## src/hw/siq_pkg.sv

```systemverilog
package siq_pkg;
   // register byte offsets
   localparam logic [7:0] REG_CTRL = 8'h00;
   localparam logic [7:0] REG_SKEW = 8'h04;
   localparam logic [7:0] REG_RATE = 8'h08;
   localparam logic [7:0] REG_STAT = 8'h0C;
   localparam logic [7:0] REG_TXS = 8'h10;
   localparam logic [7:0] REG_RXS = 8'h14;
   // control fields
   localparam int CTRL_EMBED = 0;
   localparam int CTRL_STDCM = 1;
   localparam int CTRL_CML = 2;
   localparam int CTRL_DRIVE = 4;
   localparam int CTRL_BAND = 6;
   localparam logic [1:0] CML_RST = 2'h1;
   localparam logic [1:0] DRIVE_RST = 2'h1;
   localparam logic [1:0] CML_IGNORED = 2'h0;
   localparam logic [2:0] SKEW_RST = 3'h0;
   // rate fields: divider of the word rate, 1 to 10
   localparam int RATE_TX = 0;
   localparam int RATE_RX = 8;
   localparam logic [3:0] RATE_MIN = 4'h1;
   localparam logic [3:0] RATE_MAX = 4'hA;
   // status fields
   localparam int ST_SYNC = 0;
   localparam int ST_FAIL = 1;
   localparam int ST_FSAFE = 2;
   localparam int ST_TXCTL = 3;
   localparam int ST_PEND = 4;
   // sample fields in the sample registers
   localparam int SAMP_I = 16;
   localparam int SAMP_Q = 0;
   localparam int SAMP_W = 13;
   localparam int FIELD_W = 14;
   // word layout
   localparam logic [1:0] I_SYNC = 2'h2;
   localparam logic [1:0] Q_SYNC = 2'h1;
   localparam logic [4:0] WORD_LAST = 5'h1F;
   localparam logic [5:0] ZERO_RUN = 6'h20;
   // link timing
   localparam int LINK_FREQ_KHZ = 64000;
   localparam int HCLK_FREQ_KHZ = 10000;
   localparam int HALF_CALC = HCLK_FREQ_KHZ / (2 * LINK_FREQ_KHZ);
   localparam int LINK_HALF_CYC = (HALF_CALC < 2) ? 2 : HALF_CALC;
   typedef enum logic [2:0] {
      DS_HUNT = 3'b001,
      DS_WORD = 3'b010,
      DS_GAP = 3'b100
   } siq_dstate_t;
endpackage : siq_pkg

```

## src/hw/siq_word_if.sv

```systemverilog
`timescale 1ns/1ns
`default_nettype none
interface siq_word_if;
   logic word_stb;
   logic fail_stb;
   logic [13:0] i_field;
   logic [13:0] q_field;
   modport rcv (output word_stb, output fail_stb, output i_field,
      output q_field);
   modport core (input word_stb, input fail_stb, input i_field,
      input q_field);
endinterface : siq_word_if
`default_nettype wire

```

## src/hw/siq_tx_deser.sv

```systemverilog
`timescale 1ns/1ns
`default_nettype none
module siq_tx_deser
   import siq_pkg::*;
(
   input wire logic hclk,
   input wire logic hresetn,
   input wire logic tx_link_clock,
   input wire logic tx_serial_data,
   siq_word_if.rcv w
);
   logic [2:0] ck_sync_r;
   logic [2:0] dt_sync_r;
   logic ck_lvl_r;
   logic ck_edge;
   logic bit_stb_r;
   logic rise_r;
   logic bit_v;
   siq_dstate_t st_r;
   logic [30:0] sh_r;
   logic [4:0] nbit_r;
   logic [5:0] zcnt_r;
   logic [31:0] wrd;
   logic wstb_r;
   logic fstb_r;
   logic [13:0] ifl_r;
   logic [13:0] qfl_r;

   // an edge counts once the second and third stages agree
   assign ck_edge = (ck_sync_r[1] == ck_sync_r[2]) &&
      (ck_sync_r[2] != ck_lvl_r);
   assign bit_v = dt_sync_r[2];
   assign wrd = {sh_r, bit_v};

   always_ff @(posedge hclk or negedge hresetn) begin
      if (!hresetn) begin
         ck_sync_r <= 3'h0;
         dt_sync_r <= 3'h0;
         ck_lvl_r <= 1'b0;
         bit_stb_r <= 1'b0;
         rise_r <= 1'b0;
      end else begin
         ck_sync_r <= {ck_sync_r[1:0], tx_link_clock};
         dt_sync_r <= {dt_sync_r[1:0], tx_serial_data};
         if (ck_edge) ck_lvl_r <= ck_sync_r[2];
         // data is edge aligned, so it is taken one cycle after the edge
         bit_stb_r <= ck_edge;
         rise_r <= ck_edge & ck_sync_r[2];
      end
   end

   always_ff @(posedge hclk or negedge hresetn) begin
      if (!hresetn) begin
         st_r <= DS_HUNT;
         sh_r <= 31'h0;
         nbit_r <= 5'h0;
         zcnt_r <= 6'h0;
         wstb_r <= 1'b0;
         fstb_r <= 1'b0;
         ifl_r <= 14'h0;
         qfl_r <= 14'h0;
      end else begin
         wstb_r <= 1'b0;
         fstb_r <= 1'b0;
         if (bit_stb_r) begin
            case (st_r)
               DS_HUNT: begin
                  if (!bit_v) begin
                     if (zcnt_r != ZERO_RUN) zcnt_r <= zcnt_r + 6'h1;
                  end else begin
                     zcnt_r <= 6'h0;
                     if (zcnt_r == ZERO_RUN && rise_r) begin
                        st_r <= DS_WORD;
                        sh_r <= 31'h1;
                        nbit_r <= 5'h1;
                     end
                  end
               end
               DS_WORD: begin
                  sh_r <= {sh_r[29:0], bit_v};
                  nbit_r <= nbit_r + 5'h1;
                  if (nbit_r == WORD_LAST) begin
                     zcnt_r <= 6'h0;
                     if (wrd[31:30] == I_SYNC && wrd[15:14] == Q_SYNC) begin
                        wstb_r <= 1'b1;
                        ifl_r <= wrd[29:16];
                        qfl_r <= wrd[13:0];
                        st_r <= DS_GAP;
                     end else begin
                        fstb_r <= 1'b1;
                        st_r <= DS_HUNT;
                     end
                  end
               end
               DS_GAP: begin
                  if (!bit_v) begin
                     if (zcnt_r != ZERO_RUN) zcnt_r <= zcnt_r + 6'h1;
                  end else if (zcnt_r == 6'h0 || zcnt_r == ZERO_RUN) begin
                     // back to back or after a full zero word
                     st_r <= DS_WORD;
                     sh_r <= 31'h1;
                     nbit_r <= 5'h1;
                     zcnt_r <= 6'h0;
                  end else begin
                     fstb_r <= 1'b1;
                     st_r <= DS_HUNT;
                     zcnt_r <= 6'h0;
                  end
               end
               default: st_r <= DS_HUNT;
            endcase
         end
      end
   end

   assign w.word_stb = wstb_r;
   assign w.fail_stb = fstb_r;
   assign w.i_field = ifl_r;
   assign w.q_field = qfl_r;
endmodule : siq_tx_deser
`default_nettype wire

```

## src/hw/siq_link_core.sv

```systemverilog
// The register addresses and the AHB-Lite slave port were left to the implementer.
`timescale 1ns/1ns
`default_nettype none
module siq_link_core
   import siq_pkg::*;
#(
   parameter int HALF_CYC = LINK_HALF_CYC
) (
   input wire logic hclk,
   input wire logic hresetn,
   input wire logic hsel,
   input wire logic [31:0] haddr,
   input wire logic [1:0] htrans,
   input wire logic hwrite,
   input wire logic [2:0] hsize,
   input wire logic [31:0] hwdata,
   input wire logic hready,
   output logic hreadyout,
   output logic hresp,
   output logic [31:0] hrdata,
   output logic rx_link_clock,
   output logic rx_serial_data_subghz,
   output logic rx_serial_data_2g4,
   input wire logic tx_link_clock,
   input wire logic tx_serial_data,
   input wire logic tx_fail_safe_detect,
   output logic standard_common_mode_select,
   output logic [1:0] common_mode_level,
   output logic [1:0] link_drive_current,
   output logic [2:0] output_skew_setting,
   output logic [3:0] tx_frontend_rate_config,
   output logic [3:0] rx_frontend_rate_config,
   output logic tx_embedded_control
);
   localparam logic [7:0] HALF_LAST = 8'(HALF_CYC - 1);
   localparam logic [7:0] HALF_MID = 8'(HALF_CYC / 2 - 1);

   siq_word_if wif ();

   logic ap;
   logic hit;
   logic wr_r;
   logic [7:0] wa_r;
   logic [31:0] rdata_nxt;
   logic [31:0] rdata_r;
   logic rd_stat;
   logic [6:0] ctrl_r;
   logic [2:0] skew_r;
   logic [3:0] txrate_r;
   logic [3:0] rxrate_r;
   logic sync_r;
   logic sfail_r;
   logic txc_r;
   logic pend_r;
   logic [12:0] rxi_r;
   logic [12:0] rxq_r;
   logic [12:0] txi_r;
   logic [12:0] txq_r;
   logic [2:0] fs_sync_r;
   logic fsafe_r;
   logic [1:0] cml_r;
   logic stdcm_r;
   logic [7:0] div_r;
   logic lclk_r;
   logic tick_mid;
   logic tick_tgl;
   logic load;
   logic load_data;
   logic [31:0] ser_r;
   logic [4:0] bitn_r;
   logic [3:0] slot_r;
   logic [31:0] word_nxt;
   logic nbit;
   logic sub_r;
   logic g24_r;

   function automatic logic [3:0] siq_clamp(input logic [3:0] v);
      logic [3:0] r;
      r = v;
      if (v < RATE_MIN) r = RATE_MIN;
      if (v > RATE_MAX) r = RATE_MAX;
      return r;
   endfunction : siq_clamp

   // bus slave: zero wait states, always OKAY
   assign hreadyout = 1'b1;
   assign hresp = 1'b0;
   assign hrdata = rdata_r;
   assign ap = hsel && htrans[1] && hready;
   assign hit = (haddr[31:8] == 24'h0);
   assign rd_stat = ap && !hwrite && hit && haddr[7:0] == REG_STAT;

   always_comb begin
      rdata_nxt = 32'h0;
      if (hit) begin
         case (haddr[7:0])
            REG_CTRL: rdata_nxt[6:0] = ctrl_r;
            REG_SKEW: rdata_nxt[2:0] = skew_r;
            REG_RATE: begin
               rdata_nxt[RATE_TX +: 4] = txrate_r;
               rdata_nxt[RATE_RX +: 4] = rxrate_r;
            end
            REG_STAT: begin
               rdata_nxt[ST_SYNC] = sync_r;
               rdata_nxt[ST_FAIL] = sfail_r;
               rdata_nxt[ST_FSAFE] = fsafe_r;
               rdata_nxt[ST_TXCTL] = txc_r;
               rdata_nxt[ST_PEND] = pend_r;
            end
            REG_TXS: begin
               rdata_nxt[SAMP_I +: SAMP_W] = txi_r;
               rdata_nxt[SAMP_Q +: SAMP_W] = txq_r;
            end
            REG_RXS: begin
               rdata_nxt[SAMP_I +: SAMP_W] = rxi_r;
               rdata_nxt[SAMP_Q +: SAMP_W] = rxq_r;
            end
            default: rdata_nxt = 32'h0;
         endcase
      end
   end

   always_ff @(posedge hclk or negedge hresetn) begin
      if (!hresetn) begin
         wr_r <= 1'b0;
         wa_r <= 8'h0;
         rdata_r <= 32'h0;
      end else begin
         wr_r <= ap && hwrite && hit;
         if (ap) wa_r <= haddr[7:0];
         if (ap && !hwrite) rdata_r <= rdata_nxt;
      end
   end

   // configuration registers, written in the data phase
   always_ff @(posedge hclk or negedge hresetn) begin
      if (!hresetn) begin
         ctrl_r <= {1'b0, DRIVE_RST, CML_RST, 2'h0};
         skew_r <= SKEW_RST;
         txrate_r <= RATE_MIN;
         rxrate_r <= RATE_MIN;
      end else if (wr_r) begin
         case (wa_r)
            REG_CTRL: ctrl_r <= hwdata[6:0];
            REG_SKEW: skew_r <= hwdata[2:0];
            REG_RATE: begin
               txrate_r <= siq_clamp(hwdata[RATE_TX +: 4]);
               rxrate_r <= siq_clamp(hwdata[RATE_RX +: 4]);
            end
            default: ;
         endcase
      end
   end

   // analog settings leave through flops; std select masks the fine level
   always_ff @(posedge hclk or negedge hresetn) begin
      if (!hresetn) begin
         stdcm_r <= 1'b0;
         cml_r <= CML_RST;
      end else begin
         stdcm_r <= ctrl_r[CTRL_STDCM];
         cml_r <= ctrl_r[CTRL_STDCM] ? CML_IGNORED :
            ctrl_r[CTRL_CML +: 2];
      end
   end
   assign standard_common_mode_select = stdcm_r;
   assign common_mode_level = cml_r;
   assign link_drive_current = ctrl_r[CTRL_DRIVE +: 2];
   assign output_skew_setting = skew_r;
   assign tx_frontend_rate_config = txrate_r;
   assign rx_frontend_rate_config = rxrate_r;

   // fail-safe comparator output comes from the pad domain
   always_ff @(posedge hclk or negedge hresetn) begin
      if (!hresetn) begin
         fs_sync_r <= 3'h0;
         fsafe_r <= 1'b0;
      end else begin
         fs_sync_r <= {fs_sync_r[1:0], tx_fail_safe_detect};
         if (fs_sync_r[1] == fs_sync_r[2]) begin
            fsafe_r <= fs_sync_r[2];
         end
      end
   end

   siq_tx_deser u_deser (
      .hclk(hclk),
      .hresetn(hresetn),
      .tx_link_clock(tx_link_clock),
      .tx_serial_data(tx_serial_data),
      .w(wif.rcv)
   );

   // incoming word status; a new word wins over the read clear
   always_ff @(posedge hclk or negedge hresetn) begin
      if (!hresetn) begin
         sync_r <= 1'b0;
         sfail_r <= 1'b0;
         txc_r <= 1'b0;
         txi_r <= 13'h0;
         txq_r <= 13'h0;
      end else begin
         if (wif.word_stb) begin
            sync_r <= 1'b1;
            sfail_r <= 1'b0;
            txi_r <= wif.i_field[FIELD_W-1:1];
            txq_r <= wif.q_field[FIELD_W-1:1];
            if (ctrl_r[CTRL_EMBED]) begin
               txc_r <= wif.i_field[0];
            end
         end else if (wif.fail_stb) begin
            sync_r <= 1'b0;
            sfail_r <= 1'b1;
         end else if (rd_stat) begin
            sync_r <= 1'b0;
         end
         if (!ctrl_r[CTRL_EMBED]) txc_r <= 1'b0;
      end
   end
   assign tx_embedded_control = txc_r;

   // link clock made by dividing hclk; it never stops
   assign tick_tgl = (div_r == HALF_LAST);
   assign tick_mid = (div_r == HALF_MID);
   assign load = tick_mid && (bitn_r == WORD_LAST);
   assign load_data = load && (slot_r == 4'h0) && pend_r;

   always_ff @(posedge hclk or negedge hresetn) begin
      if (!hresetn) begin
         div_r <= 8'h0;
         lclk_r <= 1'b0;
      end else begin
         div_r <= tick_tgl ? 8'h0 : div_r + 8'h1;
         if (tick_tgl) lclk_r <= ~lclk_r;
      end
   end
   assign rx_link_clock = lclk_r;

   always_comb begin
      word_nxt = 32'h0;
      if (load_data) begin
         word_nxt = {I_SYNC, rxi_r, 1'b0, Q_SYNC, rxq_r, 1'b0};
      end
   end

   // bits change half way between clock edges so they sit centred
   always_ff @(posedge hclk or negedge hresetn) begin
      if (!hresetn) begin
         ser_r <= 32'h0;
         bitn_r <= WORD_LAST;
         slot_r <= 4'h0;
      end else if (tick_mid) begin
         if (load) begin
            ser_r <= word_nxt;
            bitn_r <= 5'h0;
            slot_r <= (slot_r >= rxrate_r - 4'h1) ? 4'h0 :
               slot_r + 4'h1;
         end else begin
            ser_r <= {ser_r[30:0], 1'b0};
            bitn_r <= bitn_r + 5'h1;
         end
      end
   end

   assign nbit = load ? word_nxt[31] : ser_r[30];

   always_ff @(posedge hclk or negedge hresetn) begin
      if (!hresetn) begin
         sub_r <= 1'b0;
         g24_r <= 1'b0;
      end else if (tick_mid) begin
         sub_r <= nbit & ~ctrl_r[CTRL_BAND];
         g24_r <= nbit & ctrl_r[CTRL_BAND];
      end
   end
   assign rx_serial_data_subghz = sub_r;
   assign rx_serial_data_2g4 = g24_r;

   // sample mailbox; a fresh write wins over the load that empties it
   always_ff @(posedge hclk or negedge hresetn) begin
      if (!hresetn) begin
         pend_r <= 1'b0;
         rxi_r <= 13'h0;
         rxq_r <= 13'h0;
      end else begin
         if (wr_r && wa_r == REG_RXS) begin
            pend_r <= 1'b1;
            rxi_r <= hwdata[SAMP_I +: SAMP_W];
            rxq_r <= hwdata[SAMP_Q +: SAMP_W];
         end else if (load_data) begin
            pend_r <= 1'b0;
         end
      end
   end
endmodule : siq_link_core
`default_nettype wire

```

## config.mk

```make
export PLATFORM = sky130hd
export DESIGN_NAME = siq_link_core
export DESIGN_NICKNAME = d
export VERILOG_FILES = /design/src/hw/siq_pkg.sv /design/src/hw/siq_word_if.sv /design/src/hw/siq_tx_deser.sv /design/src/hw/siq_link_core.sv
export SDC_FILE = /design/constraint.sdc
export NUM_CORES = 1
export LEC_CHECK = 0
export BUFFER_PORTS_ARGS = -buffer_cell sky130_fd_sc_hd__buf_2
export CORE_MARGIN = 2
export CORE_UTILIZATION = 53
export DETAILED_ROUTE_END_ITERATION = 8
export PLACE_DENSITY = 0.81
export SLEW_MARGIN = 20
export SYNTH_ARGS = -nofsm -noshare
export SYNTH_HDL_FRONTEND = slang
export SYNTH_SLANG_ARGS = --single-unit
```

## constraint.sdc

```tcl
create_clock -name hclk -period 2.15 [get_ports hclk]
set_input_delay 0.215 -clock hclk [delete_from_list [all_inputs] [get_ports hclk]]
set_output_delay 0.215 -clock hclk [all_outputs]
set_load 0.005 [all_outputs]
```

==> impl_table.tex, run 1 <==
\begin{tabular}{lr}
\hline
Metric & Value \\
\hline
\multicolumn{2}{l}{\textbf{Critical path}} \\
Maximum fanout along the worst path & 7 \\
Master of the slowest instance on the critical path & sky130\_fd\_sc\_hd\_\_dfstp\_2 \\
List of cells traversed by the critical path & ha\_4 > and3\_4 > ha\_4 > or4bb\_4 > nor3\_4 > buf\_6 > buf\_12 > a221oi\_1 > nor2\_1 \\
Last element of the critical path & ser\_r[21]\$\_DFFE\_PN0N\_ \\
Kind of capture point of the worst setup path & register \\
Required time at the worst-slack endpoint & 2590 ps \\
Count of cells along the worst register-to-register path & 9 \\
Critical R2R Launch & bitn\_r[0]\$\_DFFE\_PN1N\_ \\
Delay of the slowest cell on the worst path & $\sim$560 ps \\
Worst R2R End & ser\_r[21]\$\_DFFE\_PN0N\_ \\
CP Data Arrival Time & 2680 ps \\
Register-to-Register Setup Slack & -90 ps \\
CP startpoint kind & register \\
Crit. Startpoint & bitn\_r[0]\$\_DFFE\_PN1N\_ \\
Critical path class & register to register \\
Most frequent cell on the critical path & sky130\_fd\_sc\_hd\_\_ha\_4 \\
\multicolumn{2}{l}{\textbf{Job}} \\
Max-cap viol count & 0 \\
\multicolumn{2}{l}{\textbf{Finish}} \\
Layout cells sized above 1 & 0.274 \\
Total number of nets in the final design & 1232 \\
Most common library cell in the layout ignoring fill and taps & sky130\_fd\_sc\_hd\_\_dfrtp\_1 \\
Final cell count without fillers & 1429 \\
Most used cells in the layout excluding fill and tap cells & sky130\_fd\_sc\_hd\_\_dfrtp\_1 (238), sky130\_fd\_sc\_hd\_\_buf\_2 (111), sky130\_fd\_sc\_hd\_\_o21ai\_0 (76) \\
Layout overhead on the synthesized area & 23.2\% \\
Diodes inserted & 0 \\
\multicolumn{2}{l}{\textbf{Clock network}} \\
TritonCTS Sinks & 249 \\
Number of buffers added by the clock tree synthesis step & 26 \\
CTS tree & done \\
Level count of the clock H-tree & 1 \\
Clk Latency, worst-skew pair & 520 ps \\
Cell chosen for the clock root & sky130\_fd\_sc\_hd\_\_clkbuf\_16 \\
Clock transition at the registers of the reported paths & $\sim$60 ps \\
Clock buffer depth & 3 \\
\multicolumn{2}{l}{\textbf{Global routing}} \\
Overall routing resource usage & 0.235 \\
Initial antenna violation count & 0 \\
Wire length of the first global-routing pass & between 40000 and 50000 µm \\
Via count of the first global-routing pass & about 8200 \\
Maximum number of pins on one net before global-route repair & 71 \\
Grt total ovfl & 0 \\
\multicolumn{2}{l}{\textbf{Placed design}} \\
DPL Wire Length & roughly 16000 µm \\
Cell count after placement & 1338 \\
Port Buf Inserts & roughly 110 \\
Gpl congestion & between 0.8 and 0.9 \\
\multicolumn{2}{l}{\textbf{Yosys}} \\
Post-synthesis cell type with the largest combined area & sky130\_fd\_sc\_hd\_\_dfrtp\_1 \\
Number of synthesized flops with an enable pin & 0 \\
Share of async-settable or async-resettable flops after synthesis & 1.00 \\
Top cell type's share of synthesized area & 0.547 \\
Count of mapped cells out of synthesis & around 970 \\
Syn. warnings & 0 \\
Portion of the post-synthesis area used by sequential elements & 0.574 \\
Synth Register Bits & 249 \\
Primary flip-flop cell chosen by synthesis mapping & sky130\_fd\_sc\_hd\_\_dfrtp\_1 \\
Synth Area per Inst & 11.2 µm² \\
Dominant cells by area after synthesis & sky130\_fd\_sc\_hd\_\_dfrtp\_1 (55\%), sky130\_fd\_sc\_hd\_\_mux2\_2 (7.0\%), sky130\_fd\_sc\_hd\_\_o21ai\_0 (3.5\%) \\
Unique cell type count in the Yosys netlist & 65 \\
Synth Cell Area & 10900 µm² \\
\multicolumn{2}{l}{\textbf{Floorplan}} \\
Width of the die & approximately 150 µm \\
Number of I/O pins & 131 \\
Area enclosed by the die boundary & 21700 µm² \\
Initial Utilization & 0.540 \\
Core outline area & 20200 µm² \\
Die boundary height & roughly 150 µm \\
FP Rows & 52 \\
\multicolumn{2}{l}{\textbf{Outcome}} \\
Result of the run & complete, but fails checks \\
Violated checks & setup timing \\
\multicolumn{2}{l}{\textbf{Routing}} \\
DRC viols & 0 \\
Number of nets with antenna violations after routing & 0 \\
Drt initial violations & 603 \\
Via/cell ratio & 5.69 \\
Routed wirelength normalized by instance count & 17.9 µm \\
First drt pass iteration count & 5 \\
Overall routed net length & 25600 µm \\
Vias post-DR & 8131 \\
\multicolumn{2}{l}{\textbf{STA}} \\
Slew headroom & 0.627 \\
Worst clock skew on the final layout & 15.4 ps \\
Number of endpoints with negative hold slack in the final report & 0 \\
F\_max & 446 MHz \\
Final critical-path required period & about 2200 ps \\
Final Slew Violations & 0 \\
Transition time at the pin with the least slew margin & 555 ps \\
Final Cycle Share & 1.04 \\
RSZ-0062 raised after global routing & true \\
Final setup slack of the worst path & -92.7 ps \\
Endpoints failing setup & 27 \\
\multicolumn{2}{l}{\textbf{Pwr}} \\
Worst-case vdd ir drop & 0.529 mV \\
Static power due to leakage & 6.50 nW \\
Post-route total power & 0.00977 W \\
Cell Pwr Density & roughly 730 nW/µm² \\
\multicolumn{2}{l}{\textbf{Hold path}} \\
Class of the tightest hold or removal check & input pin to register \\
\hline
\end{tabular}
[worst max-delay path: cells and delay by family (launching register included)]
kind	cells	cell delay, ps
buffers and inverters	2	280
DFF	1	560
and+or+nand+nor	4	1000
AOI/OAI and AO/OA	1	80
adders and majority gates	2	260
[report_power, final]
part / leakage, nW / internal [W] / switching [W]
Sequential: 3.36 / 0.00476 / 0.0000646
Combinational: 2.72 / 0.000232 / 0.000270
Clock: 0.424 / 0.00265 / 0.00179
[flip-flops by register name, summed over array words and instances, names as in the netlist, 5 cells and up]
| signal | cells |
|---|---|
| u_deser.zcnt_r | 6 |
| div_r | 8 |
| bitn_r | 5 |
| rxq_r | 13 |
| wa_r | 8 |
| txq_r | 13 |
| ctrl_r | 7 |
| hrdata | 26 |
| ser_r | 30 |
| txi_r | 13 |
| u_deser.sh_r | 31 |
| rxi_r | 13 |
| u_deser.w.i_field | 14 |
| u_deser.w.q_field | 13 |
| u_deser.nbit_r | 5 |
[Yosys cell counts (all sizes together), types with 7 or more instances]
cell,n
a21oi,21
a221oi,25
and3,10
buf,20
clkbuf,44
dfrtp,238
dfstp,11
ha,16
inv,53
mux2,75
mux2i,29
nand2,74
nand3,58
nor2,74
nor2b,8
nor3,13
nor4,7
o21ai,77
o31ai,28
xnor2,14
[routing by layer]
metal / up-vias / GRT usage / routed length, µm
met5: - / 0 / 0
met4: 0 / 0.0923 / 945
met3: 83 / 0.0373 / 1370
met2: 268 / 0.389 / 12500
met1: 4032 / 0.313 / 10800
li1: 3748 / - / -
[worst min-delay path by stage]
stage	start	to	slack [ps]	cells past startpoint
after floorplan	hresetn	common_mode_level[1]$_DFF_PN0_	-80	0
after global placement	hresetn	rx_frontend_rate_config[1]$_DFFE_PN0P_	220	1
after detailed placement	hresetn	hrdata[10]$_DFFE_PN0P_	220	1
after CTS	hwdata[2]	ctrl_r[2]$_DFFE_PN1P_	4	2
after global routing	hwdata[2]	ctrl_r[2]$_DFFE_PN1P_	20	2
final	hwdata[2]	ctrl_r[2]$_DFFE_PN1P_	20	2
[cells by family (layout without fill, tap and decap cells)]
family,Yosys count,in the layout,synth area share
simple gates,286,286,0.130
buf+inv,117,299,0.0451
flops,249,249,0.574
mux,107,107,0.113
other cells,2,8,0.000690
xor+xnor,15,15,0.0121
compound gates,175,175,0.103
fa+ha+maj,20,20,0.0221
[timing repair]
action	in CTS	in global routing
cloned	2	1
endpoints found under the setup margin	32	48
hold buffers	35	0
endpoints found under the hold margin	103	0
setup buffers	5	1
pin swaps	2	17
gates resized for setup	8	10
[cell type report]
class                   instances  area [µm²]
clock inverters                 2        13.8
flip-flops and latches        249        6240
inverters                      53         199
repair buffers                198        1470
multi-input cells             611        4300
well taps                     270         338
fillers                      1387        6760
clock buffers                  46         847
[metrics by stage]
stage	setup slack (ps)	util	setup TNS (ps)	hold slack (ps)	area, µm²
final	-92.7	0.665	-1610	20.5	13400
after global routing	-175	0.665	-4590	18.5	13400
after detailed placement	-82.0	0.595	-926	219	12000
after floorplan	-21.8	-	-363	-80.6	11000
after global placement	-4.44	0.595	-8.88	217	12000
after CTS	-36.4	0.662	-274	3.96	13300
(Power assumes the default switching activity.)
==> run 2: changes to the inputs <==
--- a/config.mk
+++ b/config.mk
@@ -9,7 +9,7 @@
 export CORE_MARGIN = 2
 export CORE_UTILIZATION = 53
 export DETAILED_ROUTE_END_ITERATION = 8
-export PLACE_DENSITY = 0.81
+export PLACE_DENSITY_LB_ADDON = 0.12
 export SLEW_MARGIN = 20
 export SYNTH_ARGS = -nofsm -noshare
 export SYNTH_HDL_FRONTEND = slang
==> run 2 against run 1 <==
The flow still finishes with violations (setup timing). Cell count hardly changed. Setup slack better by 13 ps. Power is 1.1% higher. Non-clock buffer count stayed put. Register-to-register slack hardly changed. Via count is 3.6% lower. Sequential power hardly changed. Clock skew is 6.2 ps lower. Critical endpoint is now ser_r[19]$_DFFE_PN0N_. Largest cell class unchanged.
==> impl_table.tex, run 2 (synthesis results as in run 1) <==
\begin{tabular}{lr}
\hline
Metric & Value \\
\hline
\multicolumn{2}{l}{\textbf{Pwr}} \\
Static power due to leakage & 6.49 nW (was 6.50 nW) \\
Worst-case vdd ir drop & 0.664 mV (was 0.529 mV) \\
Internal power & 0.00769 W (was 0.00764 W) \\
Switching power & 0.00219 W (was 0.00213 W) \\
Cell Pwr Density & 737 nW/µm² (was 728 nW/µm²) \\
Share of total power in sequential cells & 0.488 (was 0.494) \\
Clock power frac & 0.460 (was 0.455) \\
Fraction of power spent switching nets & 0.221 (was 0.218) \\
Part of the power in combinational logic & 0.052 (was 0.051) \\
Post-route total power & 0.00987 W (was 0.00977 W) \\
\multicolumn{2}{l}{\textbf{Floorplan}} \\
Die boundary height & 147 µm (unchanged) \\
Number of I/O pins & 131 (unchanged) \\
Initial Utilization & 0.540 (unchanged) \\
Width of the die & 147 µm (unchanged) \\
Area enclosed by the die boundary & 21700 µm² (unchanged) \\
Core outline area & 20200 µm² (unchanged) \\
FP Rows & 52 (unchanged) \\
\multicolumn{2}{l}{\textbf{STA}} \\
Endpoints failing setup & 25 (was 27) \\
Worst clock skew on the final layout & 9.19 ps (was 15.4 ps) \\
Final Cycle Share & 1.04 (about the same) \\
Final critical-path required period & 2230 ps (was 2240 ps) \\
Final Slew Violations & 0 (unchanged) \\
F\_max & 449 MHz (was 446 MHz) \\
RSZ-0062 raised after global routing & true (unchanged) \\
Number of endpoints with negative hold slack in the final report & 0 (unchanged) \\
Final setup slack of the worst path & -79.2 ps (was -92.7 ps) \\
\multicolumn{2}{l}{\textbf{Placed design}} \\
Gpl congestion & 0.815 (was 0.844) \\
Port Buf Inserts & 112 (unchanged) \\
DPL Wire Length & 15900 µm (was 16000 µm) \\
\multicolumn{2}{l}{\textbf{Critical path}} \\
Critical R2R Launch & bitn\_r[1]\$\_DFFE\_PN1N\_ (was bitn\_r[0]\$\_DFFE\_PN1N\_) \\
Crit path max-delay family & simple AND/OR/NAND/NOR gates (unchanged) \\
Worst path bufs/invs & 2 (unchanged) \\
Master of the slowest instance on the critical path & sky130\_fd\_sc\_hd\_\_dfstp\_2 (unchanged) \\
Required time at the worst-slack endpoint & 2600 ps (was 2590 ps) \\
Maximum fanout along the worst path & 6 (was 7) \\
Register-to-Register Setup Slack & -80 ps (was -90 ps) \\
Worst R2R End & ser\_r[19]\$\_DFFE\_PN0N\_ (was ser\_r[21]\$\_DFFE\_PN0N\_) \\
Kind of capture point of the worst setup path & register (unchanged) \\
Most frequent cell on the critical path & sky130\_fd\_sc\_hd\_\_ha\_4 (unchanged) \\
CP Data Arrival Time & 2680 ps (about the same) \\
Critical path depth in cells & 9 (unchanged) \\
Last element of the critical path & ser\_r[19]\$\_DFFE\_PN0N\_ (was ser\_r[21]\$\_DFFE\_PN0N\_) \\
Critical path class & register to register (unchanged) \\
Crit. Startpoint & bitn\_r[1]\$\_DFFE\_PN1N\_ (was bitn\_r[0]\$\_DFFE\_PN1N\_) \\
CP startpoint kind & register (unchanged) \\
List of cells traversed by the critical path & ha\_4 > and3\_4 > ha\_4 > or4bb\_4 > nor3\_4 > buf\_12 > buf\_4 > a221oi\_1 > nor2\_1 (was ha\_4 > and3\_4 > ha\_4 > or4bb\_4 > nor3\_4 > buf\_6 > buf\_12 > a221oi\_1 > nor2\_1) \\
Count of cells along the worst register-to-register path & 9 (unchanged) \\
Delay of the slowest cell on the worst path & 560 ps (about the same) \\
\multicolumn{2}{l}{\textbf{Routing}} \\
Routed wirelength normalized by instance count & 17.1 µm (was 17.9 µm) \\
Number of nets with antenna violations after routing & 0 (unchanged) \\
Wl on met1 & 11100 µm (was 10800 µm) \\
DRC viols & 0 (unchanged) \\
Drt initial violations & 547 (was 603) \\
Routed wire length on met2 & 11600 µm (was 12500 µm) \\
Via/cell ratio & 5.48 (was 5.69) \\
Highest metal layer with signal wires & met4 (unchanged) \\
Vias post-DR & 7842 (was 8131) \\
Met3 wire length & 1210 µm (was 1370 µm) \\
First drt pass iteration count & 7 (was 5) \\
Overall routed net length & 24500 µm (was 25600 µm) \\
\multicolumn{2}{l}{\textbf{Clock network}} \\
Number of buffers added by the clock tree synthesis step & 27 (was 26) \\
TritonCTS Sinks & 249 (unchanged) \\
Cell chosen for the clock root & sky130\_fd\_sc\_hd\_\_clkbuf\_16 (unchanged) \\
Clock buffer depth & 3 (unchanged) \\
Clk Latency, worst-skew pair & 530 ps (was 520 ps) \\
Level count of the clock H-tree & 1 (unchanged) \\
CTS tree & done (unchanged) \\
Clock transition at the registers of the reported paths & 60 ps (about the same) \\
\multicolumn{2}{l}{\textbf{Global routing}} \\
Via count of the first global-routing pass & 7847 (was 8192) \\
Maximum number of pins on one net before global-route repair & 62 (was 71) \\
Wire length of the first global-routing pass & 40500 µm (was 41400 µm) \\
Grt total ovfl & 0 (unchanged) \\
Overall routing resource usage & 0.230 (was 0.235) \\
Initial antenna violation count & 0 (unchanged) \\
\multicolumn{2}{l}{\textbf{Outcome}} \\
Result of the run & complete, but fails checks (unchanged) \\
Violated checks & setup timing (unchanged) \\
\multicolumn{2}{l}{\textbf{Job}} \\
Max-cap viol count & 0 (unchanged) \\
\multicolumn{2}{l}{\textbf{Finish}} \\
Filler Cells Inserted & 1587 (was 1387) \\
Fin util & 0.664 (was 0.665) \\
Most common library cell in the layout ignoring fill and taps & sky130\_fd\_sc\_hd\_\_dfrtp\_1 (unchanged) \\
Layout cells sized above 1 & 0.276 (was 0.274) \\
Register with the most flip-flops & u\_deser.sh\_r (unchanged) \\
Diodes inserted & 0 (unchanged) \\
Most used cells in the layout excluding fill and tap cells & sky130\_fd\_sc\_hd\_\_dfrtp\_1 (238), sky130\_fd\_sc\_hd\_\_buf\_2 (111), sky130\_fd\_sc\_hd\_\_o21ai\_0 (76) (unchanged) \\
Total number of nets in the final design & 1233 (was 1232) \\
Layout overhead on the synthesized area & 23.1\% (was 23.2\%) \\
Flip-flop count of the largest register after layout & 31 (unchanged) \\
\multicolumn{2}{l}{\textbf{Hold path}} \\
Class of the tightest hold or removal check & input pin to register (unchanged) \\
\hline
\end{tabular}
[run 2: changes by cell type in the layout (fill, tap and decap cells not counted), sizes merged]
cell,delta
bufinv,+2
clkbuf,-10
clkinv,+9
dlygate4sd3,+1
inv,-1
[run 2: metal layers]
layer,GRT usage,vias up
met3,0.0329,44
met2,0.376,193
met5,0,-
met1,0.329,3865
met4,0.0591,0
li1,-,3740
[run 2: area by class of cell]
class	instances	area, µm²	area share
Inverter	53	199	0.0148
Sequential cell	249	6240	0.466
Multi-Input combinational cell	611	4290	0.320
Clock buffer	37	753	0.0562
Clock inverter	12	125	0.00934
Tap cell	270	338	0.0252
Timing Repair Buffer	198	1450	0.108
[run 2: timing repair]
item,CTS,global route
hold buffers,36,0
buffers inserted,2,4
gates resized for setup,4,12
gates cloned,1,0
endpoints found under the hold margin,105,0
pin swaps,2,14
setup endpoints to repair,32,45
[run 2: worst min-delay path by stage]
stage / slack, ps / to / cells past startpoint / from
final: 90 / sync_r$_DFFE_PN0P_ / 3 / haddr[3]
after global routing: 110 / sync_r$_DFFE_PN0P_ / 3 / haddr[3]
after CTS: 60 / sync_r$_DFFE_PN0P_ / 3 / haddr[3]
after detailed placement: 190 / wa_r[7]$_DFFE_PN0N_ / 1 / hresetn
after global placement: 170 / wa_r[7]$_DFFE_PN0N_ / 1 / hresetn
after floorplan: -80 / common_mode_level[1]$_DFF_PN0_ / 0 / hresetn
[run 2: through the flow]
step                      TNS [ps]  hold slack [ps]  setup WS, ps  cell area (µm²)  cells
after floorplan               -363            -80.6         -21.8            11000    977
after global placement        -103              172         -50.9            12000   1340
after detailed placement      -295              188         -97.5            12000   1340
after CTS                    -1260             63.9         -89.2            13300   1428
after global routing         -3570              107          -159            13400   1430
final                        -1310             88.7         -79.2            13400   1430
[run 2: worst register-to-register path: cells and delay by family, from the launching register on]
| family | cells | cell delay (ps) |
|---|---|---|
| and+or+nand+nor | 4 | 1010 |
| DFF | 1 | 560 |
| buffers and inverters | 2 | 280 |
| adders and majority gates | 2 | 250 |
| AOI/OAI and AO/OA | 1 | 60 |
[run 2: power by group through the flow]
| stage | clock network (W) | registers, W | logic [W] |
|---|---|---|---|
| global placement | 0 | 0.00490 | 0.000455 |
| CTS | 0.00465 | 0.00481 | 0.000523 |
| global route | 0.00483 | 0.00482 | 0.000574 |
| finish | 0.00454 | 0.00482 | 0.000515 |
| floorplan | 0 | 0.00488 | 0.000214 |
| detailed placement | 0 | 0.00490 | 0.000462 |
